### config.mk
export PLATFORM = sky130hd
export DESIGN_NAME = acc_conversion_control
export DESIGN_NICKNAME = d
export VERILOG_FILES = /design/src/acc_pkg.sv /design/src/acc_trig_qual.sv /design/src/acc_conversion_control.sv
export SDC_FILE = /design/constraint.sdc
export NUM_CORES = 1
export LEC_CHECK = 0
export ABC_AREA = 1
export BUFFER_PORTS_ARGS = -buffer_cell sky130_fd_sc_hd__buf_4
export CORE_ASPECT_RATIO = 1.25
export CORE_MARGIN = 3
export CORE_UTILIZATION = 44
export CTS_CLUSTER_DIAMETER = 150
export DETAILED_ROUTE_END_ITERATION = 8
export PLACE_DENSITY = 0.77
export SLEW_MARGIN = 20
export SYNTH_ARGS = -nofsm -noshare
export SYNTH_HDL_FRONTEND = slang
export SYNTH_SLANG_ARGS = --single-unit
### constraint.sdc
create_clock -name core_clk_i -period 1.5 [get_ports core_clk_i]
set_input_delay 0 -clock core_clk_i [delete_from_list [all_inputs] [get_ports core_clk_i]]
set_output_delay 0 -clock core_clk_i [all_outputs]
set_load 0.1 [all_outputs]
### src/acc_pkg.sv
// constants, types and helpers shared by the converter control block
// Functional notes
// - control bit 31 selects how each result is written into the result field
// - start bit one runs conversion; zero stops it and the converter idles
// - start bit is set by software, PWM centre trigger or external trigger pin
// - single and single-cycle scan modes: hardware clears start when finished
// - continuous scan keeps converting; software clears start to end it
// - differential select: zero single-ended inputs, one differential inputs
// - differential pairs 0/1, 2/3, 4/5, 6/7; even positive; pair index 0 to 3
// - differential: only even channel enabled; result goes to that even channel
// - with dma enable, every result loaded raises a dma transfer request
// - hardware trigger enable gates pin and PWM starts; zero blocks them
// - hardware triggering works only in single-cycle scan mode
// - qualifying event from selected trigger source sets the start bit
// - format zero: unsigned, top four bits zero; one: sign-extended
// - operation mode 00 single, 10 single-cycle scan, 11 continuous, 01 reserved
// - trigger condition 00 low, 01 high, 10 falling edge, 11 rising edge
// - trigger source 00 external pin, 11 PWM centre trigger, others reserved
package acc_pkg;

   localparam logic [7:0] ADDR_CTRL = 8'h20;
   localparam logic [31:0] CTRL_RESET = 32'h0000_0000;
   localparam logic [31:0] CTRL_WMASK = 32'h8000_0fff;
   localparam logic [1:0] RESP_OKAY = 2'h0;
   localparam logic [1:0] RESP_SLVERR = 2'h2;
   localparam int EXT_LEVEL_CYC = 8;
   localparam int EXT_EDGE_CYC = 4;
   localparam int RAW_W = 12;

   typedef enum logic [1:0] {
      MODE_SINGLE = 2'b00,
      MODE_RSVD = 2'b01,
      MODE_CYCLE_SCAN = 2'b10,
      MODE_CONT_SCAN = 2'b11
   } acc_mode_t;

   typedef enum logic [1:0] {
      COND_LOW = 2'b00,
      COND_HIGH = 2'b01,
      COND_FALL = 2'b10,
      COND_RISE = 2'b11
   } acc_cond_t;

   typedef enum logic [1:0] {
      SRC_PIN = 2'b00,
      SRC_RSVD1 = 2'b01,
      SRC_RSVD2 = 2'b10,
      SRC_PWM = 2'b11
   } acc_src_t;

   // bit layout of converter_control_reg, msb first
   typedef struct packed {
      logic result_signed_format;
      logic [18:0] rsvd;
      logic conversion_start;
      logic differential_select;
      logic dma_request_enable;
      logic hw_trigger_enable;
      acc_cond_t ext_trigger_condition;
      acc_src_t hw_trigger_source;
      acc_mode_t operation_select;
      logic done_irq_enable;
      logic converter_enable;
   } acc_ctrl_t;

   typedef struct packed {
      logic [2:0] channel;
      logic [1:0] pair;
      logic diff;
      logic [15:0] data;
   } acc_result_t;

   typedef enum logic {
      WR_COLLECT = 1'b0,
      WR_RESP = 1'b1
   } acc_wr_t;

   typedef enum logic {
      RD_IDLE = 1'b0,
      RD_RESP = 1'b1
   } acc_rd_t;

   function automatic logic [15:0] acc_format(input logic [RAW_W-1:0] raw, input logic sfmt);
      acc_format = sfmt ? {{4{raw[RAW_W-1]}}, raw} : {4'h0, raw};
   endfunction : acc_format

endpackage : acc_pkg

### src/acc_trig_qual.sv
// external trigger pin qualifier: level and edge detection with stability filter
`timescale 1ns/10ps
module acc_trig_qual import acc_pkg::*; #(
   parameter int LEVEL_CYC = EXT_LEVEL_CYC,
   parameter int EDGE_CYC = EXT_EDGE_CYC
) (
   // clock and reset
   input wire logic core_clk_i,
   input wire logic rst_i,
   // pin and condition
   input wire logic pin_i,
   input acc_cond_t cond_i,
   // qualified event
   output logic event_o
);

   logic samp;
   logic [3:0] cnt;
   logic filt;
   logic next_samp;
   logic [3:0] next_cnt;
   logic next_filt;
   logic next_event;

   always_comb begin
      next_samp = pin_i;
      next_cnt = 4'h0;
      if (pin_i == samp) begin
         next_cnt = (cnt == 4'hf) ? cnt : cnt + 4'h1;
      end
      // filtered level only moves after the pin has held still, so glitches give no edge
      next_filt = filt;
      if (cnt >= 4'(EDGE_CYC - 1)) begin
         next_filt = samp;
      end
      case (cond_i)
         COND_LOW: next_event = !samp && (cnt >= 4'(LEVEL_CYC - 1));
         COND_HIGH: next_event = samp && (cnt >= 4'(LEVEL_CYC - 1));
         COND_FALL: next_event = filt && !next_filt;
         COND_RISE: next_event = !filt && next_filt;
         default: next_event = 1'b0;
      endcase
   end

   always_ff @(posedge core_clk_i) begin
      if (rst_i) begin
         samp <= 1'b0;
         cnt <= 4'h0;
         filt <= 1'b0;
         event_o <= 1'b0;
      end else begin
         samp <= next_samp;
         cnt <= next_cnt;
         filt <= next_filt;
         event_o <= next_event;
      end
   end
endmodule : acc_trig_qual

### src/acc_conversion_control.sv
// converter control register with AXI4-Lite access, trigger and result formatting
`timescale 1ns/10ps
module acc_conversion_control import acc_pkg::*; #(
   parameter int ADDR_W = 8
) (
   // clock and reset
   input wire logic core_clk_i,
   input wire logic rst_i,
   // axi4-lite write address and data
   input wire logic [ADDR_W-1:0] s_axi_awaddr_i,
   input wire logic s_axi_awvalid_i,
   output logic s_axi_awready_o,
   input wire logic [31:0] s_axi_wdata_i,
   input wire logic [3:0] s_axi_wstrb_i,
   input wire logic s_axi_wvalid_i,
   output logic s_axi_wready_o,
   // axi4-lite write response
   output logic [1:0] s_axi_bresp_o,
   output logic s_axi_bvalid_o,
   input wire logic s_axi_bready_i,
   // axi4-lite read
   input wire logic [ADDR_W-1:0] s_axi_araddr_i,
   input wire logic s_axi_arvalid_i,
   output logic s_axi_arready_o,
   output logic [31:0] s_axi_rdata_o,
   output logic [1:0] s_axi_rresp_o,
   output logic s_axi_rvalid_o,
   input wire logic s_axi_rready_i,
   // converter core
   input wire logic conv_done_i,
   input wire logic [2:0] conv_channel_i,
   input wire logic [RAW_W-1:0] conv_data_i,
   input wire logic cycle_done_i,
   // hardware triggers
   input wire logic ext_trigger_pin_i,
   input wire logic pwm_trigger_i,
   // control and results
   output acc_ctrl_t ctrl_o,
   output acc_result_t result_o,
   output logic result_valid_o,
   output logic dma_req_o
);

   function automatic logic is_ctrl(input logic [ADDR_W-1:0] a);
      is_ctrl = (a[ADDR_W-1:2] == (ADDR_W-2)'(ADDR_CTRL[7:2]));
   endfunction : is_ctrl

   function automatic logic [31:0] merge(input logic [31:0] old, input logic [31:0] d,
                                         input logic [3:0] strb);
      logic [31:0] m;
      m = old;
      for (int i = 0; i < 4; i++) begin
         if (strb[i]) begin
            m[8*i +: 8] = d[8*i +: 8];
         end
      end
      merge = m & CTRL_WMASK;
   endfunction : merge

   // write channel state
   acc_wr_t wr_state;
   acc_wr_t next_wr_state;
   logic aw_held;
   logic w_held;
   logic [ADDR_W-1:0] aw_addr;
   logic [31:0] w_data;
   logic [3:0] w_strb;
   logic next_aw_held;
   logic next_w_held;
   logic [ADDR_W-1:0] next_aw_addr;
   logic [31:0] next_w_data;
   logic [3:0] next_w_strb;
   logic next_awready;
   logic next_wready;
   logic next_bvalid;
   logic [1:0] next_bresp;
   logic aw_fire;
   logic w_fire;
   logic wr_go;
   logic sw_wr_ctrl;

   always_comb begin
      aw_fire = s_axi_awvalid_i && s_axi_awready_o;
      w_fire = s_axi_wvalid_i && s_axi_wready_o;
      next_aw_held = aw_held || aw_fire;
      next_w_held = w_held || w_fire;
      next_aw_addr = aw_fire ? s_axi_awaddr_i : aw_addr;
      next_w_data = w_fire ? s_axi_wdata_i : w_data;
      next_w_strb = w_fire ? s_axi_wstrb_i : w_strb;
      next_wr_state = wr_state;
      next_bvalid = s_axi_bvalid_o;
      next_bresp = s_axi_bresp_o;
      wr_go = 1'b0;
      case (wr_state)
         WR_COLLECT: begin
            if (next_aw_held && next_w_held) begin
               wr_go = 1'b1;
               next_wr_state = WR_RESP;
               next_bvalid = 1'b1;
               next_bresp = is_ctrl(next_aw_addr) ? RESP_OKAY : RESP_SLVERR;
               next_aw_held = 1'b0;
               next_w_held = 1'b0;
            end
         end
         WR_RESP: begin
            if (s_axi_bready_i) begin
               next_wr_state = WR_COLLECT;
               next_bvalid = 1'b0;
            end
         end
         default: next_wr_state = WR_COLLECT;
      endcase
      // channels reopen only when the response is gone, one write at a time
      next_awready = (next_wr_state == WR_COLLECT) && !next_aw_held;
      next_wready = (next_wr_state == WR_COLLECT) && !next_w_held;
      sw_wr_ctrl = wr_go && is_ctrl(next_aw_addr);
   end

   always_ff @(posedge core_clk_i) begin
      if (rst_i) begin
         wr_state <= WR_COLLECT;
         aw_held <= 1'b0;
         w_held <= 1'b0;
         aw_addr <= '0;
         w_data <= 32'h0;
         w_strb <= 4'h0;
         s_axi_awready_o <= 1'b0;
         s_axi_wready_o <= 1'b0;
         s_axi_bvalid_o <= 1'b0;
         s_axi_bresp_o <= RESP_OKAY;
      end else begin
         wr_state <= next_wr_state;
         aw_held <= next_aw_held;
         w_held <= next_w_held;
         aw_addr <= next_aw_addr;
         w_data <= next_w_data;
         w_strb <= next_w_strb;
         s_axi_awready_o <= next_awready;
         s_axi_wready_o <= next_wready;
         s_axi_bvalid_o <= next_bvalid;
         s_axi_bresp_o <= next_bresp;
      end
   end

   // read channel
   acc_rd_t rd_state;
   acc_rd_t next_rd_state;
   logic next_arready;
   logic next_rvalid;
   logic [31:0] next_rdata;
   logic [1:0] next_rresp;

   always_comb begin
      next_rd_state = rd_state;
      next_arready = s_axi_arready_o;
      next_rvalid = s_axi_rvalid_o;
      next_rdata = s_axi_rdata_o;
      next_rresp = s_axi_rresp_o;
      case (rd_state)
         RD_IDLE: begin
            next_arready = 1'b1;
            if (s_axi_arvalid_i && s_axi_arready_o) begin
               next_rd_state = RD_RESP;
               next_arready = 1'b0;
               next_rvalid = 1'b1;
               next_rdata = is_ctrl(s_axi_araddr_i) ? ctrl_o : 32'h0;
               next_rresp = is_ctrl(s_axi_araddr_i) ? RESP_OKAY : RESP_SLVERR;
            end
         end
         RD_RESP: begin
            if (s_axi_rready_i) begin
               next_rd_state = RD_IDLE;
               next_rvalid = 1'b0;
               next_arready = 1'b1;
            end
         end
         default: next_rd_state = RD_IDLE;
      endcase
   end

   always_ff @(posedge core_clk_i) begin
      if (rst_i) begin
         rd_state <= RD_IDLE;
         s_axi_arready_o <= 1'b0;
         s_axi_rvalid_o <= 1'b0;
         s_axi_rdata_o <= 32'h0;
         s_axi_rresp_o <= RESP_OKAY;
      end else begin
         rd_state <= next_rd_state;
         s_axi_arready_o <= next_arready;
         s_axi_rvalid_o <= next_rvalid;
         s_axi_rdata_o <= next_rdata;
         s_axi_rresp_o <= next_rresp;
      end
   end

   // hardware trigger selection
   logic pin_event;
   logic src_event;
   logic hw_trig;

   acc_trig_qual #(
      .LEVEL_CYC(EXT_LEVEL_CYC),
      .EDGE_CYC(EXT_EDGE_CYC)
   ) u_qual (
      .core_clk_i(core_clk_i),
      .rst_i(rst_i),
      .pin_i(ext_trigger_pin_i),
      .cond_i(ctrl_o.ext_trigger_condition),
      .event_o(pin_event)
   );

   always_comb begin
      case (ctrl_o.hw_trigger_source)
         SRC_PIN: src_event = pin_event;
         SRC_PWM: src_event = pwm_trigger_i;
         default: src_event = 1'b0;
      endcase
      hw_trig = ctrl_o.hw_trigger_enable && (ctrl_o.operation_select == MODE_CYCLE_SCAN)
                && src_event;
   end

   // control register and result path
   acc_ctrl_t next_ctrl;
   acc_result_t next_result;
   logic next_result_valid;
   logic next_dma_req;
   logic auto_stop;

   always_comb begin
      next_ctrl = ctrl_o;
      // single conversion and single-cycle scan stop themselves
      auto_stop = cycle_done_i && ((ctrl_o.operation_select == MODE_SINGLE) ||
                                   (ctrl_o.operation_select == MODE_CYCLE_SCAN));
      if (auto_stop) begin
         next_ctrl.conversion_start = 1'b0;
      end
      // a software write of one overrides the automatic clear in the same cycle
      if (sw_wr_ctrl) begin
         next_ctrl = acc_ctrl_t'(merge(ctrl_o, next_w_data, next_w_strb));
      end
      // hardware set wins over any clear in the same cycle
      if (hw_trig) begin
         next_ctrl.conversion_start = 1'b1;
      end
      next_ctrl.rsvd = '0;
      next_result = result_o;
      next_result_valid = 1'b0;
      next_dma_req = 1'b0;
      if (conv_done_i) begin
         // differential pair result lands on the enabled even channel
         next_result.diff = ctrl_o.differential_select;
         next_result.pair = conv_channel_i[2:1];
         next_result.channel = ctrl_o.differential_select ?
                               {conv_channel_i[2:1], 1'b0} : conv_channel_i;
         next_result.data = acc_format(conv_data_i, ctrl_o.result_signed_format);
         next_result_valid = 1'b1;
         next_dma_req = ctrl_o.dma_request_enable;
      end
   end

   always_ff @(posedge core_clk_i) begin
      if (rst_i) begin
         ctrl_o <= acc_ctrl_t'(CTRL_RESET);
         result_o <= '0;
         result_valid_o <= 1'b0;
         dma_req_o <= 1'b0;
      end else begin
         ctrl_o <= next_ctrl;
         result_o <= next_result;
         result_valid_o <= next_result_valid;
         dma_req_o <= next_dma_req;
      end
   end
endmodule : acc_conversion_control

==> run metrics <==
drt first pass iters=4; slowest CP cell=dfxtp_4; hpwl dp=5.978 mm; root buf cell=clkbuf_8; post-synthesis sequential area ratio=0.4675; post-route cell area=slightly above 0.005 mm²; DRC=0; average size of a mapped cell=8.053 µm²; Die ar.=between 0.009 and 0.01 mm²; number of CTS-inserted buffers=9; area grow syn2layout=42.66%; Filler cells=638; vias per cell=~4.6; deepest clock path buffer count=2; setup TNS=0 ns; Routed WL=about 8.7 mm; layout cell share with drive strength beyond 1=0.2824; worst-path maximum fanout=8; Placed Instance Area=0.004441 mm²; period utilisation layout=0.9721; antenna violations before repair=0; top post-synthesis cells by area=dfxtp_1 (47%), buf_4 (9.3%), nor2_1 (7.7%); number of buffers and inverters on the critical path=1; worst clock skew=roughly 0.012 ns; count of cell types in the netlist=37; core box area=0.007928 mm²; Slew Limit Headroom=0.6647; Synth Instances=452; Yosys warning total=0; vias in the first global route=3,193; Final Hold Vio Count=0; Top delay family on crit path=simple AND/OR/NAND/NOR gates; placer's final routability congestion estimate=about 0.73; CTS tree=built; CP peak stage delay=~0.39 ns; layout net count=685; cell accounting for the most synthesized area=dfxtp_1; Die Span X=around 87 µm; clk_lat worst skew=between 0.3 and 0.4 ns; Achievable Freq=~690 MHz; commonest cells in the netlist=dfxtp_1 (85), nor2_1 (75), nand2_1 (63), buf_4 (45), inv_1 (45); startpoint types=flip-flop; Slew Limit Fails=0; first-pass GRT wire length=14.15 mm; status=complete, no violations; port bufs=110; Power per Cell Area=~1200 mW/mm²; number of clock sinks=85; fin crit period=1.458 ns; kind of critical path=reg -> reg; Row Count=36; Synth top area share=0.4675; H-tree levels=3; non-filler instance count after layout=roughly 700; top-count cell post-synth=dfxtp_1; Avg WL per Cell=12.31 µm; Worst-Margin Slew=0.4977 ns; min-delay worst type=in -> reg; max_cap viols=0; Post-synth EDFFs=0; Leak=2.512 nW; ys async rst share=0; # IOs=175; Iteration-0 DRC Markers=162; largest net degree at the start of global routing=36; worst-path cell chain=nand2_8, nand2_1, nand2_2, nand2_2, nor2_4, nand2_4, nor2_4, inv_6, a21oi_2; worst vdd ir=0.9653 mV; global route overflow=0; RSZ-0062 raised after global routing=true; Starting Density=0.4591; most used flip-flop cell after synthesis=dfxtp_1; Die Y-Extent=~110 µm; placed cells=643; Netlist Area Pre-Place=0.003640 mm²; total global routing track utilization=0.1878; vias post-DR=3,253; Clock Pin Slew Worst Setup and Hold Paths=0.08 ns; Critical Path RT=1.78 ns; CP arrival=1.74 ns; Setup-failing EPs final=0; Antenna Nets Post-Route=0; Seq cells post-synth=85; kind of end point of the critical path=flip-flop; diode count=0
==> per-stage QoR <==
stage,utilization,worst slack (ns),hold slack [ns],power (mW)
after floorplan,-,-0.04688,0.1070,3.739
after global placement,0.5601,0.06854,0.2194,3.930
after detailed placement,0.5601,0.03727,0.2264,3.947
after CTS,0.6487,0.01775,0.001155,6.090
after global routing,0.6550,-0.08643,0.02637,6.329
final,0.6550,0.04187,0.01829,6.067
==> cell families (layout without fill, tap and decap cells) <==
logic type	after synthesis	count (layout)	share of synthesized area
mux	10	10	0.02750
other cells	1	40	0.001030
flops	85	85	0.4675
buf+inv	108	225	0.1602
simple gates	169	170	0.2080
compound gates	76	76	0.1255
fa+ha+maj	3	3	0.01031
==> sequential cells by signal, indices dropped and copies added, names as in the netlist, 3 cells and up <==
register and flops:
result_o 17, ctrl_o 13, s_axi_rdata_o 13, w_data 13
aw_addr 6, u_qual.cnt 4, w_strb 3
==> cell type report <==
type | instances | area, µm² | share of cell area
clock buffers | 13 | 202.7 | 0.03904
clock inverters | 3 | 68.82 | 0.01325
inverters | 48 | 185.2 | 0.03566
multi-input cells | 299 | 1564 | 0.3012
flip-flops and latches | 85 | 1724 | 0.3320
well taps | 95 | 118.9 | 0.02289
repair buffers | 161 | 1329 | 0.2559
==> tightest hold or removal path, cell delays in order <==
cell	delay, ns
buf_4	0.08
o21ai_0	0.14
nor2_1	0.11
==> path summary, 6_finish.rpt <==
path / start / to / slack [ns] / cells after the start
worst max register to register: s_axi_awready_o / ctrl_o[5] / 0.04 / 9
worst min-delay path: s_axi_wstrb_i[1] / w_strb[1] / 0.02 / 3
worst min register to register: result_o[11] / result_o[11] / 0.47 / 2
worst max-delay path: s_axi_awready_o / ctrl_o[5] / 0.04 / 9
==> power breakdown <==
part / internal [mW] / switching [mW] / total [mW]
Combinational: 0.397 / 1.20 / 1.59
Sequential: 2.37 / 0.0622 / 2.43
Clock: 1.25 / 0.796 / 2.04
==> cell usage in the layout, fill, tap and decap left out, types with 2 or more instances in the layout <==
| cell type | instances |
|---|---|
| nand3_1 | 13 |
| clkbuf_16 | 3 |
| o21ai_0 | 26 |
| mux2i_1 | 10 |
| nand2_4 | 2 |
| a21oi_1 | 21 |
| clkinv_1 | 2 |
| dfxtp_4 | 5 |
| inv_1 | 45 |
| a211oi_1 | 2 |
| ha_1 | 3 |
| clkbuf_8 | 9 |
| nand2_1 | 53 |
| dlygate4sd3_1 | 43 |
| nor2_4 | 3 |
| nand2_2 | 10 |
| o21ai_1 | 2 |
| bufinv_16 | 2 |
| dfxtp_1 | 77 |
| a21oi_2 | 8 |
| conb_1 | 40 |
| nand3_4 | 2 |
| nor3_1 | 3 |
| dfxtp_2 | 3 |
| nor2_1 | 75 |
| a22oi_1 | 12 |
| buf_4 | 117 |
==> per-layer routing <==
| layer | track usage | up-vias | routed length [µm] |
|---|---|---|---|
| met5 | 0 | - | 0 |
| met4 | 0.04825 | 0 | 80 |
| met3 | 0.06585 | 5 | 692 |
| met2 | 0.3330 | 112 | 4304 |
| met1 | 0.2107 | 1466 | 3588 |
| li1 | - | 1670 | - |
==> repair_timing <==
action                                 CTS  global route
endpoints found under the hold margin   48             0
buffers inserted                         0             1
resized for setup                        0            10
setup endpoints to repair                0            12
hold buffers                            43             0
Note: power is estimated with default switching activity, not from simulation.
